<file path="config.mk">
export PLATFORM = sky130hd
export DESIGN_NAME = srpc_top
export DESIGN_NICKNAME = d
export VERILOG_FILES = /design/src/design/srpc_pkg.sv /design/src/design/srpc_top.sv
export SDC_FILE = /design/constraint.sdc
export NUM_CORES = 1
export LEC_CHECK = 0
export ABC_AREA = 1
export ABC_CLOCK_PERIOD_IN_PS = 2700
export BUFFER_PORTS_ARGS = -buffer_cell sky130_fd_sc_hd__buf_2
export CORE_UTILIZATION = 60
export DETAILED_ROUTE_END_ITERATION = 8
export PLACE_DENSITY = 0.81
export SLEW_MARGIN = 20
export SYNTH_ARGS = -nofsm -noshare
export SYNTH_HDL_FRONTEND = slang
export SYNTH_SLANG_ARGS = --single-unit
</file>
<file path="constraint.sdc">
create_clock -name clock_i -period 2.7 [get_ports clock_i]
set_input_delay 0.135 -clock clock_i [delete_from_list [all_inputs] [get_ports clock_i]]
set_output_delay 0.135 -clock clock_i [all_outputs]
set_load 0.01 [all_outputs]
</file>
<file path="src/design/srpc_pkg.sv">
// constants for the synthesizer reference-path control bank
// assumes a 32-bit classic wishbone slave with byte addresses
package srpc_pkg;
  // register byte offsets
  localparam logic [7:0] SRPC_OFS_WORD = 8'h00; // config word port
  localparam logic [7:0] SRPC_OFS_REFCTL = 8'h04; // reference/pump control
  localparam logic [7:0] SRPC_OFS_MAIN = 8'h08; // main integer readback
  localparam logic [7:0] SRPC_OFS_PHASE = 8'h0C; // phase register readback
  localparam logic [7:0] SRPC_OFS_OUTREG = 8'h10; // output register readback
  localparam logic [7:0] SRPC_OFS_RESV = 8'h14; // reserved fixed word
  localparam logic [7:0] SRPC_OFS_PHACC = 8'h18; // accumulated phase
  localparam logic [7:0] SRPC_OFS_STATUS = 8'h1C; // live state
  // destination codes in the low four bits
  localparam logic [3:0] SRPC_CODE_MAIN = 4'h0;
  localparam logic [3:0] SRPC_CODE_PHASE = 4'h3;
  localparam logic [3:0] SRPC_CODE_REFCTL = 4'h4;
  localparam logic [3:0] SRPC_CODE_RESV = 4'h5;
  localparam logic [3:0] SRPC_CODE_OUTREG = 4'h6;
  // main register fields
  localparam int SRPC_MAIN_AUTOCAL = 21;
  // phase register fields
  localparam int SRPC_PH_LOAD_RST_DIS = 30;
  localparam int SRPC_PH_ADJ_EN = 28;
  localparam int SRPC_PH_VAL_LSB = 4;
  localparam int SRPC_PH_W = 24;
  // reference and pump control fields
  localparam int SRPC_RC_MUX_LSB = 27;
  localparam int SRPC_RC_DOUBLER = 26;
  localparam int SRPC_RC_HALVE = 25;
  localparam int SRPC_RC_RDIV_LSB = 15;
  localparam int SRPC_RC_DBUF = 14;
  localparam int SRPC_RC_PUMP_LSB = 10;
  localparam int SRPC_RC_REFMODE = 9;
  localparam int SRPC_RC_LEVEL = 8;
  localparam int SRPC_RC_POL = 7;
  localparam int SRPC_RC_PDOWN = 6;
  localparam int SRPC_RC_TRI = 5;
  localparam int SRPC_RC_CRST = 4;
  // output register divider select field
  localparam int SRPC_OR_DIV_LSB = 21;
  // values after reset
  localparam logic [31:0] SRPC_RST_WORD = 32'h0000_0000;
  localparam logic [31:0] SRPC_RST_REFCTL = 32'h0000_0004;
  localparam logic [31:0] SRPC_RST_MAIN = 32'h0000_0000;
  localparam logic [31:0] SRPC_RST_PHASE = 32'h0000_0003;
  localparam logic [31:0] SRPC_RST_OUTREG = 32'h0000_0006;
  localparam logic [31:0] SRPC_RST_RESV = 32'h0000_0005;
  localparam logic [31:0] SRPC_RESV_FIXED = 32'h0080_0025;
endpackage

</file>
<file path="src/design/srpc_top.sv">
// reference-path and charge-pump control bank of a fractional-n synthesizer
// assumes a classic wishbone master on clock_i and a reference pin that is
// asynchronous to clock_i and well below half its rate
//
// Overview of operation
// - phase enable makes main writes shift phase
// - with phase enable set, each main write adds programmed phase value
// - phase held as 24-bit unsigned turn fraction
// - code 0100 loads reference/pump control register
// - three-bit field picks test output source
// - doubler bit doubles reference before counter
// - doubler off: falling edge; on: both edges
// - halving bit adds toggle, even duty clock
// - ten-bit reference counter divides 1 to 1023
// - double buffer delays divider select to main
// - four-bit field sets pump current
// - level bit picks 1.8 or 3.3 volt
// - polarity bit: one positive, zero negative
// - power-down bit stops synthesizer, keeps registers
// - power-down loads counters, kills vco, outputs
// - words still load during power-down
// - three-state bit floats the pump
// - counter reset bit holds counters
// - code 0000 writes main, strobes buffers
// - main write resets modulator unless disabled
//
// The Wishbone register port was decided locally.
`timescale 1ns/1ps
`default_nettype none

module srpc_top
  import srpc_pkg::*;
#(
  parameter int RDIV_W = 10 // reference counter width
) (
  input wire logic clock_i, // system clock, 40 mhz
  input wire logic resetn_i, // asynchronous reset, active low
  // classic wishbone slave
  input wire logic wb_cyc_i,
  input wire logic wb_stb_i,
  input wire logic wb_we_i,
  input wire logic [7:0] wb_adr_i,
  input wire logic [3:0] wb_sel_i,
  input wire logic [31:0] wb_dat_i,
  output logic [31:0] wb_dat_o,
  output logic wb_ack_o,
  // reference path
  input wire logic reference_input_i, // reference pin, asynchronous
  output logic pfd_clock_o, // comparison clock to phase detector
  // control outputs toward the analog side
  output logic [2:0] test_output_mux_o,
  output logic mux_logic_level_select_o,
  output logic detector_polarity_o,
  output logic [3:0] pump_current_field_o,
  output logic pump_three_state_o,
  output logic differential_reference_o,
  output logic counters_hold_o,
  output logic counters_load_o,
  output logic vco_enable_o,
  output logic rf_outputs_enable_o,
  output logic lock_detect_reset_o,
  output logic vco_autocal_start_o,
  output logic modulator_reset_o,
  output logic [2:0] output_divider_select_o,
  output logic [23:0] phase_accum_o
);

  // all state of the block
  typedef struct packed {
    logic ack; // bus answer
    logic [31:0] rdat; // bus read data
    logic [31:0] word; // last word taken
    logic [31:0] main; // main integer register
    logic [31:0] phase; // phase register
    logic [31:0] refctl; // reference and pump control
    logic [31:0] outreg; // output register
    logic [31:0] resv; // reserved fixed word
    logic [2:0] div_act; // divider select in effect
    logic [23:0] ph_acc; // accumulated output phase
    logic mod_rst; // modulator reset pulse
    logic cal_start; // autocal start pulse
    logic ref_s1; // reference synchroniser, first stage
    logic ref_s2; // reference synchroniser, second stage
    logic ref_prev; // previous synchronised level
    logic [RDIV_W-1:0] rcnt; // reference counter
    logic term; // counter terminal pulse
    logic half; // divide-by-two toggle
    logic pfd; // comparison clock
    logic [2:0] mux; // registered control copies
    logic level;
    logic pol;
    logic [3:0] pump;
    logic tri_st;
    logic refmode;
    logic hold;
    logic load;
    logic vco_en;
    logic rf_en;
    logic ld_rst;
  } srpc_state_s;

  srpc_state_s cur; // registered state
  srpc_state_s next_cur; // next state

  // byte-lane merge for direct register writes
  function automatic logic [31:0] srpc_merge(input logic [31:0] old_v,
                                             input logic [31:0] new_v,
                                             input logic [3:0] sel);
    logic [31:0] res;
    res = old_v;
    for (int i = 0; i < 4; i++) begin
      if (sel[i]) begin
        res[8*i +: 8] = new_v[8*i +: 8];
      end
    end
    return res;
  endfunction

  // reset image of the state
  function automatic srpc_state_s srpc_reset_value();
    srpc_state_s s;
    s = '0;
    s.word = SRPC_RST_WORD;
    s.main = SRPC_RST_MAIN;
    s.phase = SRPC_RST_PHASE;
    s.refctl = SRPC_RST_REFCTL;
    s.outreg = SRPC_RST_OUTREG;
    s.resv = SRPC_RST_RESV;
    s.pump = SRPC_RST_REFCTL[SRPC_RC_PUMP_LSB +: 4];
    s.vco_en = 1'b1;
    s.rf_en = 1'b1;
    return s;
  endfunction

  // next-state logic
  always_comb begin
    logic req; // fresh bus request
    logic wr_ok; // write cycle taken this edge
    logic take; // a configuration word is delivered
    logic [31:0] cw; // the delivered word
    logic main_wr; // main register written
    logic ev; // active reference edge
    logic pdown; // power-down in effect
    logic [RDIV_W-1:0] rdiv; // programmed division ratio
    logic [31:0] rc; // control register as it will stand
    req = 1'b0;
    wr_ok = 1'b0;
    take = 1'b0;
    cw = '0;
    main_wr = 1'b0;
    ev = 1'b0;
    pdown = 1'b0;
    rdiv = '0;
    rc = '0;
    next_cur = cur;
    next_cur.mod_rst = 1'b0;
    next_cur.cal_start = 1'b0;

    // wishbone: answer one cycle after the request, drop ack next cycle
    req = wb_cyc_i && wb_stb_i && !cur.ack;
    next_cur.ack = req;
    wr_ok = req && wb_we_i;

    // writes: word port dispatches on its code, direct ports by address
    if (wr_ok) begin
      unique case (wb_adr_i)
        SRPC_OFS_WORD: begin
          // a word only counts when all 32 bits are written
          if (wb_sel_i == 4'hF) begin
            take = 1'b1;
            cw = wb_dat_i;
          end
        end
        SRPC_OFS_REFCTL: begin
          take = 1'b1;
          cw = srpc_merge(cur.refctl, wb_dat_i, wb_sel_i);
          cw[3:0] = SRPC_CODE_REFCTL;
        end
        SRPC_OFS_RESV: begin
          take = 1'b1;
          cw = srpc_merge(cur.resv, wb_dat_i, wb_sel_i);
          cw[3:0] = SRPC_CODE_RESV;
        end
        default: begin
          // read-only or unmapped: write ignored, still answered
        end
      endcase
    end

    // words keep loading whatever the power state
    if (take) begin
      next_cur.word = cw;
      unique case (cw[3:0]) // destination by code
        SRPC_CODE_MAIN: begin
          next_cur.main = cw;
          main_wr = 1'b1;
        end
        SRPC_CODE_PHASE: next_cur.phase = cw; // phase held 24-bit
        SRPC_CODE_REFCTL: next_cur.refctl = cw;
        SRPC_CODE_RESV: next_cur.resv = cw;
        SRPC_CODE_OUTREG: begin
          next_cur.outreg = cw;
          // unbuffered divider select follows at once
          if (!cur.refctl[SRPC_RC_DBUF]) begin
            next_cur.div_act = cw[SRPC_OR_DIV_LSB +: 3];
          end
        end
        default: begin
          // other codes belong to registers outside this bank
        end
      endcase
    end

    // main write is the update strobe
    if (main_wr) begin
      // phase advances by the programmed value
      if (cur.phase[SRPC_PH_ADJ_EN]) begin
        next_cur.ph_acc = cur.ph_acc + cur.phase[SRPC_PH_VAL_LSB +: SRPC_PH_W];
      end
      // modulator reset unless disabled
      next_cur.mod_rst = !cur.phase[SRPC_PH_LOAD_RST_DIS];
      next_cur.cal_start = cw[SRPC_MAIN_AUTOCAL];
      // buffered divider select takes effect now
      if (cur.refctl[SRPC_RC_DBUF]) begin
        next_cur.div_act = cur.outreg[SRPC_OR_DIV_LSB +: 3];
      end
    end

    // control copies follow the register as it stands after this edge
    rc = next_cur.refctl;
    pdown = rc[SRPC_RC_PDOWN];
    next_cur.mux = rc[SRPC_RC_MUX_LSB +: 3];
    next_cur.level = rc[SRPC_RC_LEVEL];
    next_cur.pol = rc[SRPC_RC_POL];
    next_cur.pump = rc[SRPC_RC_PUMP_LSB +: 4];
    next_cur.refmode = rc[SRPC_RC_REFMODE];
    // pump floats on its own bit or in power-down
    next_cur.tri_st = rc[SRPC_RC_TRI] || pdown;
    // power-down effects; registers above are untouched
    next_cur.load = pdown;
    next_cur.vco_en = !pdown;
    next_cur.rf_en = !pdown;
    next_cur.ld_rst = pdown;
    next_cur.hold = rc[SRPC_RC_CRST] || pdown;

    // the pin passes two flops before use, so its edges show up two
    // clocks late; ref_prev starts low to match the idle pin level
    // reference synchroniser and edge pick
    next_cur.ref_s1 = reference_input_i;
    next_cur.ref_s2 = cur.ref_s1;
    next_cur.ref_prev = cur.ref_s2;
    if (cur.refctl[SRPC_RC_DOUBLER]) begin
      ev = cur.ref_s2 != cur.ref_prev; // both edges
    end else begin
      ev = cur.ref_prev && !cur.ref_s2; // falling edge only
    end

    // the compare uses >= so a ratio lowered below the running count
    // wraps at once instead of running through the whole counter range
    // reference counter, ratio 1..1023; zero acts as one
    rdiv = cur.refctl[SRPC_RC_RDIV_LSB +: RDIV_W];
    next_cur.term = 1'b0;
    if (cur.hold || cur.load) begin
      // counter held in reset or load state
      next_cur.rcnt = '0;
      next_cur.half = 1'b0;
    end else if (ev) begin
      if (cur.rcnt + 1'b1 >= rdiv) begin
        next_cur.rcnt = '0;
        next_cur.term = 1'b1;
        next_cur.half = !cur.half; // toggle stage
      end else begin
        next_cur.rcnt = cur.rcnt + 1'b1;
      end
    end

    // comparison clock: even-duty toggle or raw terminal
    if (cur.refctl[SRPC_RC_HALVE]) begin
      next_cur.pfd = cur.half;
    end else begin
      next_cur.pfd = cur.term;
    end

    // read data, captured with ack; unmapped reads as zero
    next_cur.rdat = '0;
    if (req && !wb_we_i) begin
      unique case (wb_adr_i)
        SRPC_OFS_WORD: next_cur.rdat = cur.word;
        SRPC_OFS_REFCTL: next_cur.rdat = cur.refctl;
        SRPC_OFS_MAIN: next_cur.rdat = cur.main;
        SRPC_OFS_PHASE: next_cur.rdat = cur.phase;
        SRPC_OFS_OUTREG: next_cur.rdat = cur.outreg;
        SRPC_OFS_RESV: next_cur.rdat = cur.resv;
        SRPC_OFS_PHACC: next_cur.rdat = {8'h00, cur.ph_acc};
        SRPC_OFS_STATUS: begin
          next_cur.rdat[0] = cur.load;
          next_cur.rdat[1] = cur.hold;
          next_cur.rdat[2] = cur.tri_st;
          next_cur.rdat[3] = cur.resv == SRPC_RESV_FIXED;
          next_cur.rdat[6:4] = cur.div_act;
          next_cur.rdat[7] = cur.half;
          next_cur.rdat[8 +: RDIV_W] = cur.rcnt;
        end
        default: next_cur.rdat = '0;
      endcase
    end
  end

  // state register
  always_ff @(posedge clock_i or negedge resetn_i) begin
    if (!resetn_i) begin
      cur <= srpc_reset_value();
    end else begin
      cur <= next_cur;
    end
  end

  // outputs straight from state flip-flops
  assign wb_ack_o = cur.ack;
  assign wb_dat_o = cur.rdat;
  assign pfd_clock_o = cur.pfd;
  assign test_output_mux_o = cur.mux;
  assign mux_logic_level_select_o = cur.level;
  assign detector_polarity_o = cur.pol;
  assign pump_current_field_o = cur.pump;
  assign pump_three_state_o = cur.tri_st;
  assign differential_reference_o = cur.refmode;
  assign counters_hold_o = cur.hold;
  assign counters_load_o = cur.load;
  assign vco_enable_o = cur.vco_en;
  assign rf_outputs_enable_o = cur.rf_en;
  assign lock_detect_reset_o = cur.ld_rst;
  assign vco_autocal_start_o = cur.cal_start;
  assign modulator_reset_o = cur.mod_rst;
  assign output_divider_select_o = cur.div_act;
  assign phase_accum_o = cur.ph_acc;

endmodule

`default_nettype wire

</file>
* Word level (Yosys, flattened, before mapping) *
Index checks and enable logic that the tools add are counted.

word-level totals
  input port bits = 50
  register bits after elaboration = 284

operators by class
  magnitude comparators = 1
  $add $sub $neg = 2
  reductions and logical operators = 26
  eq/ne operators = 14
  muxes and demuxes = 36

operators with widths
  kind                                                               count
  32-bit 2-to-1 mux                                                  5
  18-bit case mux with 8 select lines                                1
  14-bit case mux with 7 select lines                                1
  97-bit 2-to-1 mux                                                  1
  32-bit case mux with 3 select lines                                1
  8-bit 2-to-1 mux                                                   8
  32-bit by 24-bit == test with 1-bit output, second input constant  1
  8-bit by 5-bit == test with 1-bit output, second input constant    4
  30-bit 2-to-1 mux                                                  1
  29-bit 2-to-1 mux                                                  1
  24-bit adder                                                       1
  24-bit 2-to-1 mux                                                  1
  10-bit 2-to-1 mux                                                  2
  8-bit by 4-bit == test with 1-bit output, second input constant    2
  2-bit AND reduction                                                7
  4-bit by 3-bit == test with 1-bit output, second input constant    3
  12-bit 2-to-1 mux                                                  1
  10-bit by 1-bit adder with 10-bit output, second input constant    1
  10-bit greater-or-equal comparator                                 1
  3-bit 2-to-1 mux                                                   3
  8-bit by 3-bit == test with 1-bit output, second input constant    1
  8-bit zero test                                                    1
  1-bit 2-to-1 mux                                                   8
  1-bit zero test                                                    6
  10 further kinds                                                   17

* Depth between registers and ports, before layout *
  depth in word-level cells = 9
  mapped depth = 16

* Worst setup path after synthesis *
OpenSTA, ideal clock, no wires.

  kind = flip-flop to flip-flop
  from = reg cur[23] in the netlist's numbering
  to = reg cur[19] in the netlist's numbering
  path buffers = 0
  data arrival time = 2.262 ns
  stages on the path, launching flop included = 12
  setup slack = 0.361 ns
  period minus slack after synthesis = 2.339 ns
  path through = dfrtp_1 inv_1 nor4_1 nand3_1 xor2_1 inv_1 ha_1 a21oi_1 o21a_1 nand4_1 nand3b_1 a21oi_1

on the way
  word-level cells in the longest chain between the ends = 5

ends and longest elaborated chain
  what                                      RTL line         source
  start, declared                           srpc_top.sv:102  srpc_state_s cur;
  start signal, assigned                    srpc_top.sv:312  cur <= srpc_reset_value();
  start signal, assigned                    srpc_top.sv:314  cur <= next_cur;
  10-bit by 1-bit adder with 10-bit output  srpc_top.sv:268  if (cur.rcnt + 1'b1 >= rdiv) begin
  10-bit greater-or-equal comparator        srpc_top.sv:268
  10-bit 2-to-1 mux                         srpc_top.sv:268
  12-bit 2-to-1 mux                         srpc_top.sv:267  end else if (ev) begin
  10-bit 2-to-1 mux                         srpc_top.sv:263  if (cur.hold || cur.load) begin

Every way passes these cells. The select of a mux whose other input is x is not followed.
A chain may end at the register's enable or synchronous reset.

* Worst setup path in the final report *
  from = reg cur[21] in the netlist's numbering
  to = reg cur[23] in the netlist's numbering

on the way
  word-level cells in the longest chain between the ends = 5

ends and longest elaborated chain
  what                                          RTL line
  10-bit by 1-bit adder with 10-bit output (*)  srpc_top.sv:268, srpc_top.sv:273
  10-bit greater-or-equal comparator            srpc_top.sv:268
  10-bit 2-to-1 mux (*)                         srpc_top.sv:268
  12-bit 2-to-1 mux (*)                         srpc_top.sv:267
  10-bit 2-to-1 mux (*)                         srpc_top.sv:263

Every way passes the cells marked *; elsewhere a longest branch is shown, timed or not. The select of a mux whose other input is x is not followed.

==> results.md <==
### Status
- **result of the run** finished, final reports clean

### STA
- **transition time at the pin with the least slew margin** 0.982 ns
- **maximum achievable frequency** 396 MHz
- **clock tree skew after final layout** 0.00861 ns
- **final setup margin** 0.175 ns
- **Slew Viols, Final** 0
- **Period minus WS final** 2.52 ns
- **Max transition margin** 0.341
- **Fin. Hold Viols** 0
- **Tcrit/Tclk final** 0.935
- **final setup fails** 0

### Synth
- **Syn. warnings** 0
- **Mean Syn Cell Area** 7.80 sq um
- **async set-reset flop share out of synthesis** 1.00
- **xor and xnor fraction of the mapped netlist area** 0.0134
- **Distinct cells, synth** 52
- **Seq/Total Area, Yosys** 0.456
- **post-synthesis adder-cell area fraction** 0.0305
- **main combinational cell family by area after synthesis** simple AND/OR/NAND/NOR gates
- **main flop type after synthesis** sky130_fd_sc_hd__dfrtp_1
- **complex-gate fraction of the synthesized area** 0.171
- **simple-gate area share of the yosys netlist** 0.215
- **number of instances in the synthesized netlist** 1,923
- **number of synthesized register bits** 273
- **synthesized netlist net count** 2,009
- **combined area of all synthesized cells** 15,000 sq um
- **portion of netlist area occupied by mux cells** 0
- **count of flip-flops with a built-in enable after synthesis** 0

### Clock tree
- **clk sinks** 273
- **total number of H-tree levels** 1
- **clock tree from TritonCTS** yes
- **CTS Buffer Depth** 3
- **clock network latency to the later pin of the worst-skew pair** 0.55 ns
- **CTS clk-pin slew, worst paths** 0.06 ns
- **number of buffers inserted during clock tree synthesis** 29
- **cell at the root of the clock tree** sky130_fd_sc_hd__clkbuf_16
- **post-CTS setup buffer count** 0

### Detailed routing
- **antenna-violating nets left** 0
- **Wirelength per Cell** 20.8 um
- **via count of the routed design** 14.1k
- **wire length after detailed routing** 49.0 mm
- **Iter 0 DRT Violations** 1,693
- **Remaining DRCs** 0
- **iteration count of the initial detailed-routing pass** 6
- **Vias/cell** 6.00

### Placed design
- **count of buffers from port buffering** 128
- **Setup WS pre-CTS** 0.154 ns
- **HPWL after detailed placement** 36.8 mm
- **final RePlAce weighted congestion** 0.949

### Layout
- **Util after Layout** 0.689
- **ant diodes** 0
- **most frequent standard cell in the layout excluding fill and tap cells** sky130_fd_sc_hd__nand2_1
- **commonest cells after routing, fill and taps aside** sky130_fd_sc_hd__nand2_1 (512), sky130_fd_sc_hd__dfrtp_1 (265), sky130_fd_sc_hd__inv_1 (209)
- **share of post-route cells with drive strength above 1** 0.142
- **Sequential Area** 6840 sq um
- **number of nets at the end of the flow** 2,092
- **number of filler cells placed in the layout** 2,043
- **signed area change from the synthesized netlist to the final layout** 12.1%
- **total area of multi-input combinational cells** 6470 sq um

### Global routing
- **total global routing track utilization** 0.388
- **global-route wire length before repair** 76.3 mm
- **initial antenna violation count** 0
- **pin count of the biggest net entering global routing** 73
- **vias in the first global route** 13.5k
- **Congestion Overflow GR** 0

### Critical path
- **critical path's most frequent cell** sky130_fd_sc_hd__inv_1
- **worst-path cell chain** inv_1 -> nor4_2 -> nand3_1 -> xor2_1 -> inv_1 -> ha_1 -> a21oi_1 -> o21a_1 -> nand4_1 -> nand3b_1 -> buf_4 -> o22ai_1
- **peak fanout along the critical path** 10
- **slowest stage cell on the critical path** sky130_fd_sc_hd__dfrtp_1
- **kind of critical path** reg -> reg
- **Critical Path Start Type** register
- **endpoint required time on the critical path** 3.17 ns
- **Worst path top cell family by delay** simple AND/OR/NAND/NOR gates
- **largest incremental delay on the critical path** 0.38 ns
- **buffers plus inverters on the worst setup path** 3
- **critical path endpoint category** register
- **arrival time of data at the critical path endpoint** 2.99 ns

### Floorplan
- **area enclosed by the die boundary** 25,600 sq um
- **standard cell core area** 24,400 sq um
- **# IOs** 129
- **starting density of the core** 0.615
- **height of the die** 160 um
- **number of standard-cell rows in the floorplan** 57
- **Die Wd** 160 um

### Hold path
- **HP Class** in -> reg

### Run
- **reported max-cap violation count** 0

### Power
- **Worst IR Drop VDD** 0.517 mV
- **leakage dissipation** 0.00816 uW
- **Power Density** 513 nW/um^2

[worst paths after layout]
check / from / end / slack (ns) / cells past startpoint
worst max-delay path: cur[21] / cur[23] / 0.18 / 12
worst min-delay path: wb_dat_i[11] / cur[200] / 0.09 / 5
worst max register to register: cur[21] / cur[23] / 0.18 / 12
worst min register to register: cur[31] / cur[30] / 0.35 / 0
max in group asynchronous: resetn_i / cur[182] / 1.71 / 3
min in group asynchronous: resetn_i / cur[163] / 0.14 / 2
[report_power, final]
| group | switching (uW) | internal [uW] | leakage (uW) |
|---|---|---|---|
| registers | 6.57 | 4110 | 0.00358 |
| logic | 209 | 77.9 | 0.00408 |
| clock network | 1670 | 2560 | 0.000510 |
| total | 1880 | 6750 | 0.00816 |
[worst register-to-register path, cell delays in order, from the launching register on]
cell,delay [ns]
sky130_fd_sc_hd__dfrtp_1,0.38
sky130_fd_sc_hd__inv_1,0.11
sky130_fd_sc_hd__nor4_2,0.31
sky130_fd_sc_hd__nand3_1,0.14
sky130_fd_sc_hd__xor2_1,0.20
sky130_fd_sc_hd__inv_1,0.06
sky130_fd_sc_hd__ha_1,0.30
sky130_fd_sc_hd__a21oi_1,0.17
sky130_fd_sc_hd__o21a_1,0.13
sky130_fd_sc_hd__nand4_1,0.11
sky130_fd_sc_hd__nand3b_1,0.18
sky130_fd_sc_hd__buf_4,0.21
sky130_fd_sc_hd__o22ai_1,0.12
[metal layers]
metal | up-vias | wire [um] | track usage
met4 | 0 | 1540 | 0.110
met1 | 6738 | 19600 | 0.536
met5 | - | 0 | 0
li1 | 6426 | - | -
met3 | 122 | 5490 | 0.0852
met2 | 821 | 22400 | 0.617
[state kept, by name (all words and copies together) (netlist names)]
| register | flops |
|---|---|
| pump_three_state_o | 1 |
| pfd_clock_o | 1 |
| wb_dat_o | 32 |
| counters_hold_o | 1 |
| vco_autocal_start_o | 1 |
| rf_outputs_enable_o | 1 |
| phase_accum_o | 24 |
| test_output_mux_o | 2 |
| pump_current_field_o | 3 |
| modulator_reset_o | 1 |
| output_divider_select_o | 3 |
| cur | 202 |
| wb_ack_o | 1 |
[per-stage QoR]
stage	TNS [ns]	hold slack [ns]	power, uW	instances	area, sq um
global placement	0	0.140	4460	2295	15700
floorplan	0	-0.161	4290	1923	15000
global route	-0.0384	0.140	8840	2352	16800
CTS	0	0.0688	8650	2352	16800
finish	0	0.0931	8630	2352	16800
detailed placement	0	0.145	4470	2295	15700
[cells by family after synthesis]
kind of cell	after synthesis
AO/OA/AOI/OAI	467
XOR/XNOR	23
adder cells (fa/ha/maj)	36
buffers and inverters	360
flip-flops	273
AND/OR/NAND/NOR	764
[cells in the mapped netlist (3+ instances only)]
master | n | share of area
sky130_fd_sc_hd__a211oi_1 | 5 | 0.0025
sky130_fd_sc_hd__o21ai_0 | 173 | 0.058
sky130_fd_sc_hd__buf_2 | 45 | 0.015
sky130_fd_sc_hd__a22o_1 | 6 | 0.0035
sky130_fd_sc_hd__a31oi_1 | 9 | 0.0038
sky130_fd_sc_hd__xor2_1 | 11 | 0.0064
sky130_fd_sc_hd__a21oi_1 | 88 | 0.029
sky130_fd_sc_hd__nand2_2 | 4 | 0.0017
sky130_fd_sc_hd__inv_2 | 5 | 0.0013
sky130_fd_sc_hd__o221ai_1 | 3 | 0.0018
sky130_fd_sc_hd__buf_4 | 70 | 0.035
sky130_fd_sc_hd__dfstp_2 | 8 | 0.014
sky130_fd_sc_hd__o21ai_2 | 4 | 0.0023
sky130_fd_sc_hd__xnor2_1 | 12 | 0.0070
sky130_fd_sc_hd__o211ai_1 | 10 | 0.0050
sky130_fd_sc_hd__o22ai_1 | 42 | 0.018
sky130_fd_sc_hd__nor2_2 | 4 | 0.0017
sky130_fd_sc_hd__nor2_1 | 96 | 0.024
sky130_fd_sc_hd__nor2_4 | 7 | 0.0053
sky130_fd_sc_hd__a41oi_1 | 4 | 0.0023
sky130_fd_sc_hd__o21ai_1 | 107 | 0.036
sky130_fd_sc_hd__a221oi_1 | 3 | 0.0018
sky130_fd_sc_hd__dfrtp_1 | 265 | 0.44
sky130_fd_sc_hd__buf_6 | 5 | 0.0038
sky130_fd_sc_hd__buf_1 | 3 | 0.00075
sky130_fd_sc_hd__and2_1 | 3 | 0.0013
sky130_fd_sc_hd__nand2_1 | 513 | 0.13
sky130_fd_sc_hd__inv_1 | 209 | 0.052
sky130_fd_sc_hd__nor4_1 | 6 | 0.0025
sky130_fd_sc_hd__nand4_1 | 19 | 0.0079
sky130_fd_sc_hd__nand3_1 | 86 | 0.029
sky130_fd_sc_hd__nor3_1 | 15 | 0.0050
sky130_fd_sc_hd__ha_1 | 35 | 0.029
sky130_fd_sc_hd__clkbuf_1 | 19 | 0.0048
[layout make-up]
class,instances,share of cell area
Inverter,217,0.0487
Multi-Input combinational cell,1290,0.385
Clock buffer,40,0.0504
Sequential cell,273,0.407
Timing Repair Buffer,195,0.0752
Tap cell,324,0.0241
Clock inverter,13,0.0100
[what timing repair did]
action                     4_1_cts  5_1_grt
setup endpoints to repair        0       11
hold buffers                     4        0
resized for setup                0        3
hold endpoints to repair        69        0
No activity file was read; power rests on OpenSTA's default activity.
